<file path="src/pkg/eio_map.svh">
// register map, field positions, reset values and timing figures of the expansion i/o block
`ifndef EIO_MAP_SVH
`define EIO_MAP_SVH

// register byte offsets
`define EIO_OFF_CTRL      8'h00
`define EIO_OFF_FBSEL     8'h04
`define EIO_OFF_AINA_TYPE 8'h08
`define EIO_OFF_AINA_GAIN 8'h0c
`define EIO_OFF_AINA_OFS  8'h10
`define EIO_OFF_AINB_GAIN 8'h14
`define EIO_OFF_AINB_OFS  8'h18
`define EIO_OFF_AINA_VAL  8'h1c
`define EIO_OFF_AINB_VAL  8'h20
`define EIO_OFF_STATUS    8'h24
`define EIO_OFF_WORD_A    8'h28
`define EIO_OFF_WORD_B    8'h2c
`define EIO_OFF_WORD_C    8'h30

// control register fields
`define EIO_CTRL_SRC_LSB  0
`define EIO_CTRL_SRC_MSB  2
`define EIO_CTRL_POL_BIT  3
`define EIO_CTRL_DIAG_BIT 4
`define EIO_CTRL_NET_BIT  5

// reset values
`define EIO_RST_SRC   3'h1
`define EIO_RST_GAIN  12'h3e8
`define EIO_RST_OFS   9'h000

// tunable limits, gain in thousandths
`define EIO_GAIN_MIN  16'h02ee
`define EIO_GAIN_MAX  16'h08ca
`define EIO_OFS_MAX   16'h00c8
`define EIO_OFS_MIN   16'hff38

// converter scale: full scale and range low points
`define EIO_FSV       17'h007ff
`define EIO_LOW_V0    13'h0000
`define EIO_LOW_BIP   13'h1801
`define EIO_LOW_MA    13'h0199

// divide by 1000 as multiply by 1049 then shift 20
`define EIO_RECIP     37'h0000000419
`define EIO_RECIP_SH  20

// sample periods
`define EIO_CLK_MHZ   250
`define EIO_FAST_MS   5
`define EIO_SLOW_MS   10
`define EIO_FAST_CYC  (`EIO_FAST_MS * 1000 * `EIO_CLK_MHZ)
`define EIO_SLOW_CYC  (`EIO_SLOW_MS * 1000 * `EIO_CLK_MHZ)
`define EIO_TMR_W     22

`endif

</file>
<file path="src/pkg/eio_pkg.sv">
// types shared by the expansion i/o block
package eio_pkg;
    typedef enum logic [2:0] {
        src_level_det_1, src_level_det_2, src_in_current_limit, src_drive_ready,
        src_link_health, src_remote_word_a, src_remote_word_b, src_remote_word_c
    } eio_src_t;
    typedef enum logic [1:0] {
        dc_tachometer_fb, pulse_tachometer_fb, ac_tachometer_fb, armature_voltage_fb
    } eio_fb_t;
    typedef enum logic [1:0] {
        rng_0_10v, rng_pm_10v, rng_4_20ma, rng_10_50ma
    } eio_rng_t;
endpackage

</file>
<file path="src/verilog/eio_sample_timer.sv">
// sample period timer, 5 or 10 ms by speed feedback choice
`timescale 1ns/1ns
`default_nettype none
`include "eio_map.svh"
module eio_sample_timer #(
    parameter int unsigned FAST_CYC = `EIO_FAST_CYC,
    parameter int unsigned SLOW_CYC = `EIO_SLOW_CYC
) (
    // clock and reset
    input  wire logic pclk,
    input  wire logic presetn,
    // period select and tick
    input  wire logic slow,
    output var  logic tick
);
    logic [`EIO_TMR_W-1:0] cnt_ff;
    logic [`EIO_TMR_W-1:0] lim;
    logic                  tick_ff;

    // last count of the running period
    assign lim  = slow ? `EIO_TMR_W'(SLOW_CYC - 1) : `EIO_TMR_W'(FAST_CYC - 1);
    assign tick = tick_ff;

    // free counter, wraps at the limit or beyond it after a shorter choice
    always_ff @(posedge pclk or negedge presetn) begin
        if (!presetn) begin
            cnt_ff  <= '0;
            tick_ff <= 1'b0;
        end else if (cnt_ff >= lim) begin
            cnt_ff  <= '0;
            tick_ff <= 1'b1;
        end else begin
            cnt_ff  <= cnt_ff + 1'b1;
            tick_ff <= 1'b0;
        end
    end
endmodule
`default_nettype wire

</file>
<file path="src/verilog/eio_ain_scale.sv">
// analog input conditioning: range clamp, zero offset, gain, saturation
`timescale 1ns/1ns
`default_nettype none
`include "eio_map.svh"
module eio_ain_scale import eio_pkg::*; (
    // raw converter sample and settings
    input  wire logic        [11:0] raw,
    input  wire eio_rng_t           rng,
    input  wire logic signed [8:0]  ofs,
    input  wire logic        [11:0] gain,
    // scaled value
    output var  logic signed [15:0] value
);
    logic signed [12:0] low;
    logic signed [12:0] raw_x;
    logic signed [12:0] clip;
    logic signed [12:0] z;
    logic signed [13:0] s;
    logic        [13:0] mag;
    logic        [36:0] prod;
    logic        [16:0] q;
    logic        [11:0] sat;
    logic               is_ma;

    // low point of range, current loops report zero at their low point
    always_comb begin
        is_ma = (rng == rng_4_20ma) || (rng == rng_10_50ma);
        unique case (rng)
            rng_0_10v:   low = `EIO_LOW_V0;
            rng_pm_10v:  low = `EIO_LOW_BIP;
            rng_4_20ma:  low = `EIO_LOW_MA;
            rng_10_50ma: low = `EIO_LOW_MA;
        endcase
    end

    // clamp, remove zero offset, scale magnitude, saturate
    always_comb begin
        raw_x = {raw[11], raw};
        clip  = (raw_x < low) ? low : raw_x;
        z     = is_ma ? 13'(clip - low) : clip;
        s     = 14'({z[12], z} + {{5{ofs[8]}}, ofs});
        mag   = s[13] ? 14'(-s) : s;
        prod  = 37'(37'(mag) * 37'(gain)) * `EIO_RECIP;
        q     = prod[`EIO_RECIP_SH +: 17];
        sat   = (q > `EIO_FSV) ? 12'(`EIO_FSV) : q[11:0];
        value = s[13] ? 16'(-$signed({4'h0, sat})) : $signed({4'h0, sat});
    end
endmodule
`default_nettype wire

</file>
<file path="src/verilog/eio_top.sv">
// expansion i/o: output 2 source select and analog input scaling behind apb
//
// Contract
// - output 2 driven by one selectable source
// - remote word source uses bit zero
// - remote words update only network control, link
// - drive-ready source follows run-ready flag
// - current-limit source follows current limit flag
// - tachometer feedback samples inputs every 5 ms
// - armature voltage feedback samples every 10 ms
// - input a signal type selectable, default bipolar
// - below range uses range low point
// - input b bipolar ten volt only
// - gain 0.750 to 2.250, default 1.000
// - zero offset -200 to 200, default 0
// - scaled values readable after offset, gain
// - gain below one loses resolution, uncompensated
// - polarity: open off normally, inverted option
// - contact open until diagnostics complete
`timescale 1ns/1ns
`default_nettype none
`include "eio_map.svh"
module eio_top import eio_pkg::*; #(
    parameter int unsigned FAST_CYC = `EIO_FAST_CYC,
    parameter int unsigned SLOW_CYC = `EIO_SLOW_CYC
) (
    // clock and reset
    input  wire logic        pclk,
    input  wire logic        presetn,
    // apb slave
    input  wire logic        psel,
    input  wire logic        penable,
    input  wire logic        pwrite,
    input  wire logic [7:0]  paddr,
    input  wire logic [31:0] pwdata,
    output var  logic [31:0] prdata,
    output var  logic        pready,
    output var  logic        pslverr,
    // drive status flags
    input  wire logic        level_det_1,
    input  wire logic        level_det_2,
    input  wire logic        in_current_limit,
    input  wire logic        drive_ready,
    // network side
    input  wire logic        link_health_flag,
    input  wire logic        link_active,
    input  wire logic [15:0] remote_word_in_a,
    input  wire logic [15:0] remote_word_in_b,
    input  wire logic [15:0] remote_word_in_c,
    // converter samples
    input  wire logic [11:0] ain_a_raw,
    input  wire logic [11:0] ain_b_raw,
    output var  logic        ain_sample_req,
    // contact output
    output var  logic        out2_contact_closed
);
    eio_src_t           out2_source_select_ff;
    logic               out2_contact_polarity_ff;
    logic               diag_done_ff;
    logic               net_ctrl_ff;
    eio_fb_t            speed_feedback_choice_ff;
    eio_rng_t           ain_a_range_type_ff;
    logic        [11:0] gain_ff [2];
    logic signed [8:0]  ofs_ff [2];
    logic signed [15:0] val_ff [2];
    logic signed [15:0] scaled [2];
    logic        [11:0] raw_in [2];
    eio_rng_t           rng_in [2];
    logic        [15:0] word_ff [3];
    logic        [15:0] word_in [3];
    logic               contact_ff;
    logic               src_on;
    logic               word_upd;
    logic               tick;
    logic        [31:0] prdata_ff;
    logic        [31:0] nxt_prdata;
    logic               wr_en;
    logic               rd_setup;

    // known register offsets
    function automatic logic addr_ok(input logic [7:0] a);
        unique case (a)
            `EIO_OFF_CTRL, `EIO_OFF_FBSEL, `EIO_OFF_AINA_TYPE,
            `EIO_OFF_AINA_GAIN, `EIO_OFF_AINA_OFS, `EIO_OFF_AINB_GAIN,
            `EIO_OFF_AINB_OFS, `EIO_OFF_AINA_VAL, `EIO_OFF_AINB_VAL,
            `EIO_OFF_STATUS, `EIO_OFF_WORD_A, `EIO_OFF_WORD_B,
            `EIO_OFF_WORD_C: addr_ok = 1'b1;
            default:         addr_ok = 1'b0;
        endcase
    endfunction

    // gain write limited to its tunable span
    function automatic logic [11:0] clamp_gain(input logic [15:0] d);
        if (d < `EIO_GAIN_MIN) begin
            clamp_gain = 12'(`EIO_GAIN_MIN);
        end else if (d > `EIO_GAIN_MAX) begin
            clamp_gain = 12'(`EIO_GAIN_MAX);
        end else begin
            clamp_gain = d[11:0];
        end
    endfunction

    // offset write limited to its tunable span
    function automatic logic signed [8:0] clamp_ofs(input logic [15:0] d);
        if ($signed(d) > $signed(`EIO_OFS_MAX)) begin
            clamp_ofs = 9'(`EIO_OFS_MAX);
        end else if ($signed(d) < $signed(`EIO_OFS_MIN)) begin
            clamp_ofs = 9'(`EIO_OFS_MIN);
        end else begin
            clamp_ofs = d[8:0];
        end
    endfunction

    // apb strobes, zero wait states
    assign wr_en    = psel & penable & pwrite & addr_ok(paddr);
    assign rd_setup = psel & ~penable;
    assign pready   = 1'b1;
    assign pslverr  = psel & penable & ~addr_ok(paddr);
    assign prdata   = prdata_ff;

    // control register: source, polarity, network control
    always_ff @(posedge pclk or negedge presetn) begin
        if (!presetn) begin
            out2_source_select_ff    <= eio_src_t'(`EIO_RST_SRC);
            out2_contact_polarity_ff <= 1'b0;
            net_ctrl_ff              <= 1'b0;
        end else if (wr_en && paddr == `EIO_OFF_CTRL) begin
            out2_source_select_ff    <= eio_src_t'(pwdata[`EIO_CTRL_SRC_MSB:`EIO_CTRL_SRC_LSB]);
            out2_contact_polarity_ff <= pwdata[`EIO_CTRL_POL_BIT];
            net_ctrl_ff              <= pwdata[`EIO_CTRL_NET_BIT];
        end
    end

    // diagnostics done: set once by software, cleared only by reset
    always_ff @(posedge pclk or negedge presetn) begin
        if (!presetn) begin
            diag_done_ff <= 1'b0;
        end else if (wr_en && paddr == `EIO_OFF_CTRL && pwdata[`EIO_CTRL_DIAG_BIT]) begin
            diag_done_ff <= 1'b1;
        end
    end

    // speed feedback choice and input a signal type
    always_ff @(posedge pclk or negedge presetn) begin
        if (!presetn) begin
            speed_feedback_choice_ff <= dc_tachometer_fb;
            ain_a_range_type_ff      <= rng_pm_10v;
        end else begin
            if (wr_en && paddr == `EIO_OFF_FBSEL) begin
                speed_feedback_choice_ff <= eio_fb_t'(pwdata[1:0]);
            end
            if (wr_en && paddr == `EIO_OFF_AINA_TYPE) begin
                ain_a_range_type_ff <= eio_rng_t'(pwdata[1:0]);
            end
        end
    end

    // sample period follows speed feedback choice
    eio_sample_timer #(
        .FAST_CYC (FAST_CYC),
        .SLOW_CYC (SLOW_CYC)
    ) u_timer (
        .pclk    (pclk),
        .presetn (presetn),
        .slow    (speed_feedback_choice_ff == armature_voltage_fb),
        .tick    (tick)
    );
    assign ain_sample_req = tick;

    // channel wiring, input b fixed bipolar
    assign raw_in[0] = ain_a_raw;
    assign raw_in[1] = ain_b_raw;
    assign rng_in[0] = ain_a_range_type_ff;
    assign rng_in[1] = rng_pm_10v;

    // per channel tunables, scaling and held value
    for (genvar ch = 0; ch < 2; ch++) begin : g_ain
        localparam logic [7:0] GAIN_OFF = (ch == 0) ? `EIO_OFF_AINA_GAIN : `EIO_OFF_AINB_GAIN;
        localparam logic [7:0] OFS_OFF  = (ch == 0) ? `EIO_OFF_AINA_OFS : `EIO_OFF_AINB_OFS;

        // gain and zero offset, clamped on write
        always_ff @(posedge pclk or negedge presetn) begin
            if (!presetn) begin
                gain_ff[ch] <= `EIO_RST_GAIN;
                ofs_ff[ch]  <= `EIO_RST_OFS;
            end else begin
                if (wr_en && paddr == GAIN_OFF) begin
                    gain_ff[ch] <= clamp_gain(pwdata[15:0]);
                end
                if (wr_en && paddr == OFS_OFF) begin
                    ofs_ff[ch] <= clamp_ofs(pwdata[15:0]);
                end
            end
        end

        eio_ain_scale u_scale (
            .raw   (raw_in[ch]),
            .rng   (rng_in[ch]),
            .ofs   (ofs_ff[ch]),
            .gain  (gain_ff[ch]),
            .value (scaled[ch])
        );

        // value taken once per sample period
        always_ff @(posedge pclk or negedge presetn) begin
            if (!presetn) begin
                val_ff[ch] <= '0;
            end else if (tick) begin
                val_ff[ch] <= scaled[ch];
            end
        end
    end

    // remote words follow the link only under network control
    assign word_in[0] = remote_word_in_a;
    assign word_in[1] = remote_word_in_b;
    assign word_in[2] = remote_word_in_c;
    assign word_upd   = net_ctrl_ff & link_active;

    for (genvar w = 0; w < 3; w++) begin : g_word
        always_ff @(posedge pclk or negedge presetn) begin
            if (!presetn) begin
                word_ff[w] <= '0;
            end else if (word_upd) begin
                word_ff[w] <= word_in[w];
            end
        end
    end

    // output 2 source selection
    always_comb begin
        unique case (out2_source_select_ff)
            src_level_det_1:      src_on = level_det_1;
            src_level_det_2:      src_on = level_det_2;
            src_in_current_limit: src_on = in_current_limit;
            src_drive_ready:      src_on = drive_ready;
            src_link_health:      src_on = link_health_flag;
            src_remote_word_a:    src_on = word_ff[0][0];
            src_remote_word_b:    src_on = word_ff[1][0];
            src_remote_word_c:    src_on = word_ff[2][0];
        endcase
    end

    // contact state: polarity, held open before diagnostics
    always_ff @(posedge pclk or negedge presetn) begin
        if (!presetn) begin
            contact_ff <= 1'b0;
        end else begin
            contact_ff <= diag_done_ff & (src_on ^ out2_contact_polarity_ff);
        end
    end
    assign out2_contact_closed = contact_ff;

    // read mux
    always_comb begin
        nxt_prdata = '0;
        unique case (paddr)
            `EIO_OFF_CTRL: begin
                nxt_prdata[`EIO_CTRL_SRC_MSB:`EIO_CTRL_SRC_LSB] = out2_source_select_ff;
                nxt_prdata[`EIO_CTRL_POL_BIT]  = out2_contact_polarity_ff;
                nxt_prdata[`EIO_CTRL_DIAG_BIT] = diag_done_ff;
                nxt_prdata[`EIO_CTRL_NET_BIT]  = net_ctrl_ff;
            end
            `EIO_OFF_FBSEL:     nxt_prdata[1:0] = speed_feedback_choice_ff;
            `EIO_OFF_AINA_TYPE: nxt_prdata[1:0] = ain_a_range_type_ff;
            `EIO_OFF_AINA_GAIN: nxt_prdata[11:0] = gain_ff[0];
            `EIO_OFF_AINB_GAIN: nxt_prdata[11:0] = gain_ff[1];
            `EIO_OFF_AINA_OFS:  nxt_prdata = 32'($signed(ofs_ff[0]));
            `EIO_OFF_AINB_OFS:  nxt_prdata = 32'($signed(ofs_ff[1]));
            `EIO_OFF_AINA_VAL:  nxt_prdata = 32'($signed(val_ff[0]));
            `EIO_OFF_AINB_VAL:  nxt_prdata = 32'($signed(val_ff[1]));
            `EIO_OFF_STATUS:    nxt_prdata[2:0] = {word_upd, src_on, contact_ff};
            `EIO_OFF_WORD_A:    nxt_prdata[15:0] = word_ff[0];
            `EIO_OFF_WORD_B:    nxt_prdata[15:0] = word_ff[1];
            `EIO_OFF_WORD_C:    nxt_prdata[15:0] = word_ff[2];
            default:            nxt_prdata = '0;
        endcase
    end

    // read data captured in the setup cycle
    always_ff @(posedge pclk or negedge presetn) begin
        if (!presetn) begin
            prdata_ff <= '0;
        end else if (rd_setup) begin
            prdata_ff <= addr_ok(paddr) ? nxt_prdata : '0;
        end
    end
endmodule
`default_nettype wire

</file>
<file path="config.mk">
export PLATFORM = sky130hd
export DESIGN_NAME = eio_top
export DESIGN_NICKNAME = d
export VERILOG_FILES = /design/src/pkg/eio_pkg.sv /design/src/verilog/eio_sample_timer.sv /design/src/verilog/eio_ain_scale.sv /design/src/verilog/eio_top.sv
export VERILOG_INCLUDE_DIRS = /design/src /design/src/pkg
export SDC_FILE = /design/constraint.sdc
export NUM_CORES = 1
export LEC_CHECK = 0
export BUFFER_PORTS_ARGS = -buffer_cell sky130_fd_sc_hd__buf_2
export CAP_MARGIN = 15
export CORE_MARGIN = 3
export CORE_UTILIZATION = 35
export DETAILED_ROUTE_END_ITERATION = 6
export PLACE_DENSITY = 0.57
export SLEW_MARGIN = 30
export SYNTH_ARGS = -nofsm -noshare
export SYNTH_HDL_FRONTEND = slang
export SYNTH_HIERARCHICAL = 1
export SYNTH_SLANG_ARGS = --single-unit
</file>
<file path="constraint.sdc">
create_clock -name pclk -period 19.71 [get_ports pclk]
set_clock_uncertainty 0.05 [all_clocks]
set_input_delay 5.913 -clock pclk [delete_from_list [all_inputs] [get_ports pclk]]
set_output_delay 5.913 -clock pclk [all_outputs]
set_load 0.01 [all_outputs]
</file>
# Word-level counts from Yosys, hierarchy flattened
# Memories as Yosys holds them, arrays and structs flattened.
# Index checks and enable logic that the tools add are counted.
# Widths: inputs -> output; s select.
totals:
  ff_bits: 188
  romBits: 192
  inputBits: 123
  out_inout_bits: 36
  wordCells: 119
  memories: 3
memory_table:
  columns: ["name", "words", "width", "rd", "rd_ports_with_merged_regs", "wr", "line", "text"]
  rows:
  - ["(name not given)", 64, 1, 1, 0, 0, "eio_top.sv:82", "unique case (a)"]
  - ["(name not given)", 64, 1, 1, 0, 0, "eio_top.sv:82", null]
  - ["(name not given)", 64, 1, 1, 0, 0, "eio_top.sv:82", null]
op_classes:
  addsub: 8
  multipliers: 4
  n_lt_le_gt_ge: 9
  n_eq_ne: 23
  muxes: 29
  bitwise: 10
  n_reduce_logical: 14
op_table:
  columns: ["cell", "count"]
  rows:
  - ["$mul 26x11->37 const B", 2]
  - ["$pmux 16 s4", 1]
  - ["$pmux 6 s9", 1]
  - ["$mul 14x12->26", 2]
  - ["$mux 12", 4]
  - ["$mux 22", 2]
  - ["$eq 8x6->1 const B", 5]
  - ["$mux 13", 3]
  - ["$pmux 13 s3", 1]
  - ["$gt 17x11->1 const B", 2]
  - ["$eq 8x5->1 const B", 4]
  - ["$mux 16", 2]
  - ["$mux 32", 1]
  - ["$neg 12->16", 2]
  - ["$pmux 3 s10", 1]
  - ["$add 13x9->14", 2]
  - ["$mux 14", 2]
  - ["$neg 14->14", 2]
  - ["$pmux 4 s7", 1]
  - ["$pmux 2 s13", 1]
  - ["$add 22x1->22 const B", 1]
  - ["$ge 22x22->1", 1]
  - ["$mux 9", 2]
  - ["$eq 8x4->1 const B", 2]
  - ["other kinds (25)", 50]

# Logic depth before layout (Yosys ltp)
depth:
  ltp_word: 16
  depth_mapped: 74
  ltp_nobuf: 68

# Hierarchy
# The synthesis kept the hierarchy.
by_module_without_submodules:
  columns: ["module", "n_inst", "cells_each", "area_per_inst_um2", "seq_area_each_um2"]
  rows:
  - ["eio_ain_scale (g_ain[0].u_scale)", 1, 1400, 11403.4, 0.0]
  - ["eio_ain_scale (g_ain[1].u_scale)", 1, 1347, 11081.9, 0.0]
  - ["eio_top", 1, 660, 7482.2, 3771.1]
  - ["eio_sample_timer", 1, 147, 1446.4, 575.6]

# Worst setup path before layout
# OpenSTA, ideal clock, no wires.
synth_path:
  path_type: "input to register"
  startpoint: "in ain_a_raw[3]"
  endpoint: "reg val_ff[26] in the netlist's numbering"
  setup_ns: 0.125
  arrival_ns: 20.863
  slack_ns: -1.328
  path_stages: 71
  n_path_buf: 6
  path_cell_list: "ha_1 > a21boi_0 > o21ai_0 > a21boi_0 > o21ai_0 > a31oi_1 > clkbuf_1 > mux2i_1 > ha_1 > ha_1 > inv_1 > a21o_1 > o21ai_0 > nand2_1 > a2111oi_0 > a211oi_1 > ha_1 > nand3_1 > (+35 left out) > nand4_1 > o21a_1 > a31o_2 > nand3_1 > o211ai_1 > a21oi_2 > a41oi_1 > a31oi_4 > buf_6 > and3_1 > ha_1 > nand2_1 > mux2i_1 > o2111ai_1 > nor4_1 > a31oi_1 > o2bb2a_1 > mux2_2"
synth_rtl:
  columns: ["item", "line", "text"]
  rows:
  - ["from (decl)", "eio_top.sv:51", "input wire logic [11:0] ain_a_raw,"]
  - ["to (signal, indexed assignment)", "eio_top.sv:209", "val_ff[ch] <= scaled[ch];"]
  - ["to (decl)", "eio_top.sv:65", "logic signed [15:0] val_ff [2];"]

==> results.md <==
- Status: finished, violations left
- Failing checks: negative setup slack
- Worst skew pair latency: 430 ps
- CTS tree: built
- Pin count of the biggest net entering global routing: 100
- CP endpoint kind: register
- CTS Sinks: 173
- Max_slew headroom: 0.321
- Initial drt markers: 1492
- Post-DP HPWL: approximately 76000 um
- Hold endpoint: u_timer/cnt_ff[0]$_DFF_PN0_
- Antenna violations before repair: 10
- Fill cells: 8519
- I/O pins: approximately 160
- Root Buffer: clkbuf_16
- Distinct cell type count after synthesis: 112
- RSZ-0062 raised after global routing: true
- R2R Setup Slk: 4090 ps
- Vias in the first global route: 28908
- Required time worst endpoint: 19970 ps
- H-tree levels: 4
- Max Cap Viol: 0
- Starting density of the core: 0.354
- Synthesized flop and latch total: 173
- Post-synth EDFFs: 0
- Post-synthesis sequential area ratio: 0.138
- Area Growth Syn to Fin: 30.8%
- Slew @ Worst Pin: 1010 ps
- Reg2Reg Depth: 68
- First-pass GRT wire length: 151000 um
- Final hold vios: 0
- Final worst-path cycle share: 1.00
- Post-synth top flop: dfrtp_1
- CTS buffer count: 17
- Vias post-DR: about 28000
- Reg-to-reg critical path startpoint: ain_a_range_type_ff[1]$_DFFE_PN0P_
- Total Die Area: around 93000 sq um
- Crit-path slowest cell: fa_2
- Startpoint Class: input pin
- Total grt overflow: 0
- Row cnt: 109
- Routed Antenna Nets: 0
- Worst min-delay path class: reg2reg
- Chip Height: 306 um
- Synth async-reset ratio: 1.00
- Worst-path fanout max: 5
- YS warnings: 6
- IO buf count: 141
- Syn Inst Count: about 3600
- Average cell area after synthesis: just under 9 sq um
- Pins Over Slew Limit: 0
- Hold path depth: 1
- Final Wtd Congestion: 0.897
- DRC viols: 0
- Crit path largest cell delay: approximately 580 ps
- Worst EP arrival: 20020 ps
- Final cell count without fillers: 5438
- Drt pass-1 iters: 5
- Min-delay src: u_timer/cnt_ff[0]$_DFF_PN0_
- PnR worst setup slack: -45.8 ps
- Via-per-instance ratio: 5.12
- F_max: 0.0506 GHz
- P_leak: between 0.02 and 0.025 uW
- Routed WL per cell: 17.0 um
- Max clock buf depth: 2
- Die Span X: 306 um
- Reg-to-reg critical path endpoint: val_ff[26]$_DFFE_PN0P_
- Synth Cell Area: 31400 sq um
- WS Path Type: in2reg
- WHS: 446 ps
- Setup violators final: 2
- Peak supply drop: 0.0569 mV
- GRT Util Overall: 0.198
- Pwr per Cell Area: 24.7 nW/um^2
- Clk slew on worst S/H paths: about 60 ps
- Total core area: 88600 sq um
- Cells after DPL: 5291
- Final wirelength: 92700 um
- Fin crit period: 19760 ps
- # nets final: about 5200
- Overall power: 1020 uW
- Share of layout cells above drive strength 1: 0.318
[final cells by class]
cell class	count	area, sq um	area share
Inverter	544	2040	0.0497
Multi-Input combinational cell	2692	26700	0.650
Timing Repair Buffer	828	5980	0.146
Clock inverter	12	114	0.00277
Tap cell	1165	1460	0.0355
Sequential cell	173	4350	0.106
Clock buffer	20	447	0.0109
Antenna cell	4	10.0	0.000244
[logic make-up (layout without fill, tap and decap cells)]
family | Yosys count | in the layout | synth area share
AOI/OAI and AO/OA | 648 | 648 | 0.144
adders and majority gates | 778 | 778 | 0.387
muxes | 136 | 136 | 0.0495
DFF | 173 | 173 | 0.138
other | 2 | 9 | 0.000239
xor gates and xnor gates | 117 | 117 | 0.0326
and+or+nand+nor | 1008 | 1008 | 0.162
buffers and inverters | 692 | 1404 | 0.0864
[repair_timing]
action / CTS / global route
setup buffers: 74 / 37
pin swaps: 145 / 159
cloned: 1 / 0
hold buffers: 0 / 0
endpoints found under the setup margin: 17 / 27
gates resized for setup: 131 / 184
[per-layer routing]
layer	GRT usage	share of wire	up-vias
met3	0.0212	0.041	92
met2	0.349	0.49	549
met5	0	0.00026	-
met1	0.264	0.45	13791
li1	-	-	13427
met4	0.0377	0.020	4
[cell usage in the layout, fill, tap and decap left out, types with 23 or more instances in the layout]
master    netlist  layout
nand3_1        58      52
buf_6           3      24
nor3_1         64      56
nand4_1        31      31
inv_1         541     517
o21ai_0       119     101
xnor2_1        68      51
a21o_1         56      55
o211ai_1       23      23
nand2_2         1      23
inv_2           2      26
a21oi_1       138     108
nand2_1       376     352
a21oi_2         5      26
fa_1          322     314
or3_1          29      26
a31oi_1        34      29
mux2_2        104     101
ha_1          456     372
buf_2          21     139
dfrtp_1       159     159
mux2i_1        27      23
nor2_1        137     129
buf_4          18     662
a22oi_1        25      25
xor2_1         49      38
ha_4            0      82
and2_1        154     152
[worst max path at each step]
stage,from,endpoint,slack (ps),cells past startpoint
4_1_cts,ain_b_raw[3],val_ff[12]$_DFFE_PN0P_,-30,65
3_5_place_dp,ain_b_raw[3],val_ff[12]$_DFFE_PN0P_,-1120,61
3_3_place_gp,ain_b_raw[3],val_ff[12]$_DFFE_PN0P_,-1050,60
2_1_floorplan,ain_a_raw[3],val_ff[26]$_DFFE_PN0P_,-80,70
5_1_grt,ain_a_raw[3],val_ff[26]$_DFFE_PN0P_,-710,68
6_report,ain_b_raw[3],val_ff[12]$_DFFE_PN0P_,-50,66
[synthesized netlist by cell type, types with 9 or more instances]
master | n | area share
dfrtp_1 | 159 | 0.13
buf_4 | 18 | 0.0043
or3_1 | 29 | 0.0058
and3_1 | 23 | 0.0046
nand4_1 | 31 | 0.0062
fa_1 | 322 | 0.21
a21o_1 | 56 | 0.013
o21a_1 | 21 | 0.0050
nand3_1 | 58 | 0.0092
ha_1 | 456 | 0.18
a211oi_1 | 28 | 0.0067
xnor2_1 | 68 | 0.019
inv_1 | 541 | 0.065
xor2_1 | 49 | 0.014
o2111ai_1 | 9 | 0.0025
o21bai_1 | 20 | 0.0048
o21ai_0 | 119 | 0.019
o31a_1 | 12 | 0.0033
mux2_2 | 104 | 0.037
a22oi_1 | 25 | 0.0060
nor3_1 | 64 | 0.010
o211ai_1 | 23 | 0.0055
a31oi_1 | 34 | 0.0068
and2_1 | 154 | 0.031
nor2_1 | 137 | 0.016
o21ai_1 | 17 | 0.0027
clkbuf_1 | 100 | 0.012
nor4_1 | 12 | 0.0024
mux2i_1 | 27 | 0.0086
or2_2 | 17 | 0.0034
nand2b_1 | 15 | 0.0030
buf_2 | 21 | 0.0033
nand3b_1 | 11 | 0.0026
nand2_1 | 376 | 0.045
dfstp_2 | 14 | 0.012
a21oi_1 | 138 | 0.022
a22o_1 | 13 | 0.0036
nor2b_1 | 18 | 0.0036
[power by group]
part           internal [uW]  switching [uW]
sequential               356            1.23
clock                    178             144
combinational            156             181
total                    690             326
[critical path, delay by kind of cell]
| kind | cells | cell delay, ps |
|---|---|---|
| adder cells (fa/ha/maj) | 16 | 5730 |
| XOR/XNOR | 1 | 170 |
| AO/OA/AOI/OAI | 20 | 4070 |
| multiplexers | 3 | 730 |
| buffers and inverters | 15 | 1470 |
| AND/OR/NAND/NOR | 11 | 1920 |
[flip-flops by register name, summed over array words and instances (netlist names)]
signal,flops
gain_ff,24
u_timer/tick,1
diag_done_ff,1
net_ctrl_ff,1
ain_a_range_type_ff,2
val_ff,32
out2_contact_polarity_ff,1
u_timer/cnt_ff,22
ofs_ff,18
word_ff,48
out2_contact_closed,1
speed_feedback_choice_ff,2
prdata,17
out2_source_select_ff,3
[through the flow]
step                       util  instance area, sq um  setup slack (ps)  TNS (ps)
after floorplan               -                 32100             -84.3      -134
after global placement    0.427                 37800             -1050    -14240
after detailed placement  0.427                 37800             -1120    -15840
after CTS                 0.449                 39800             -28.2     -28.2
after global routing      0.463                 41100              -713     -7410
final                     0.464                 41100             -45.8     -61.7
(Power assumes the default switching activity.)
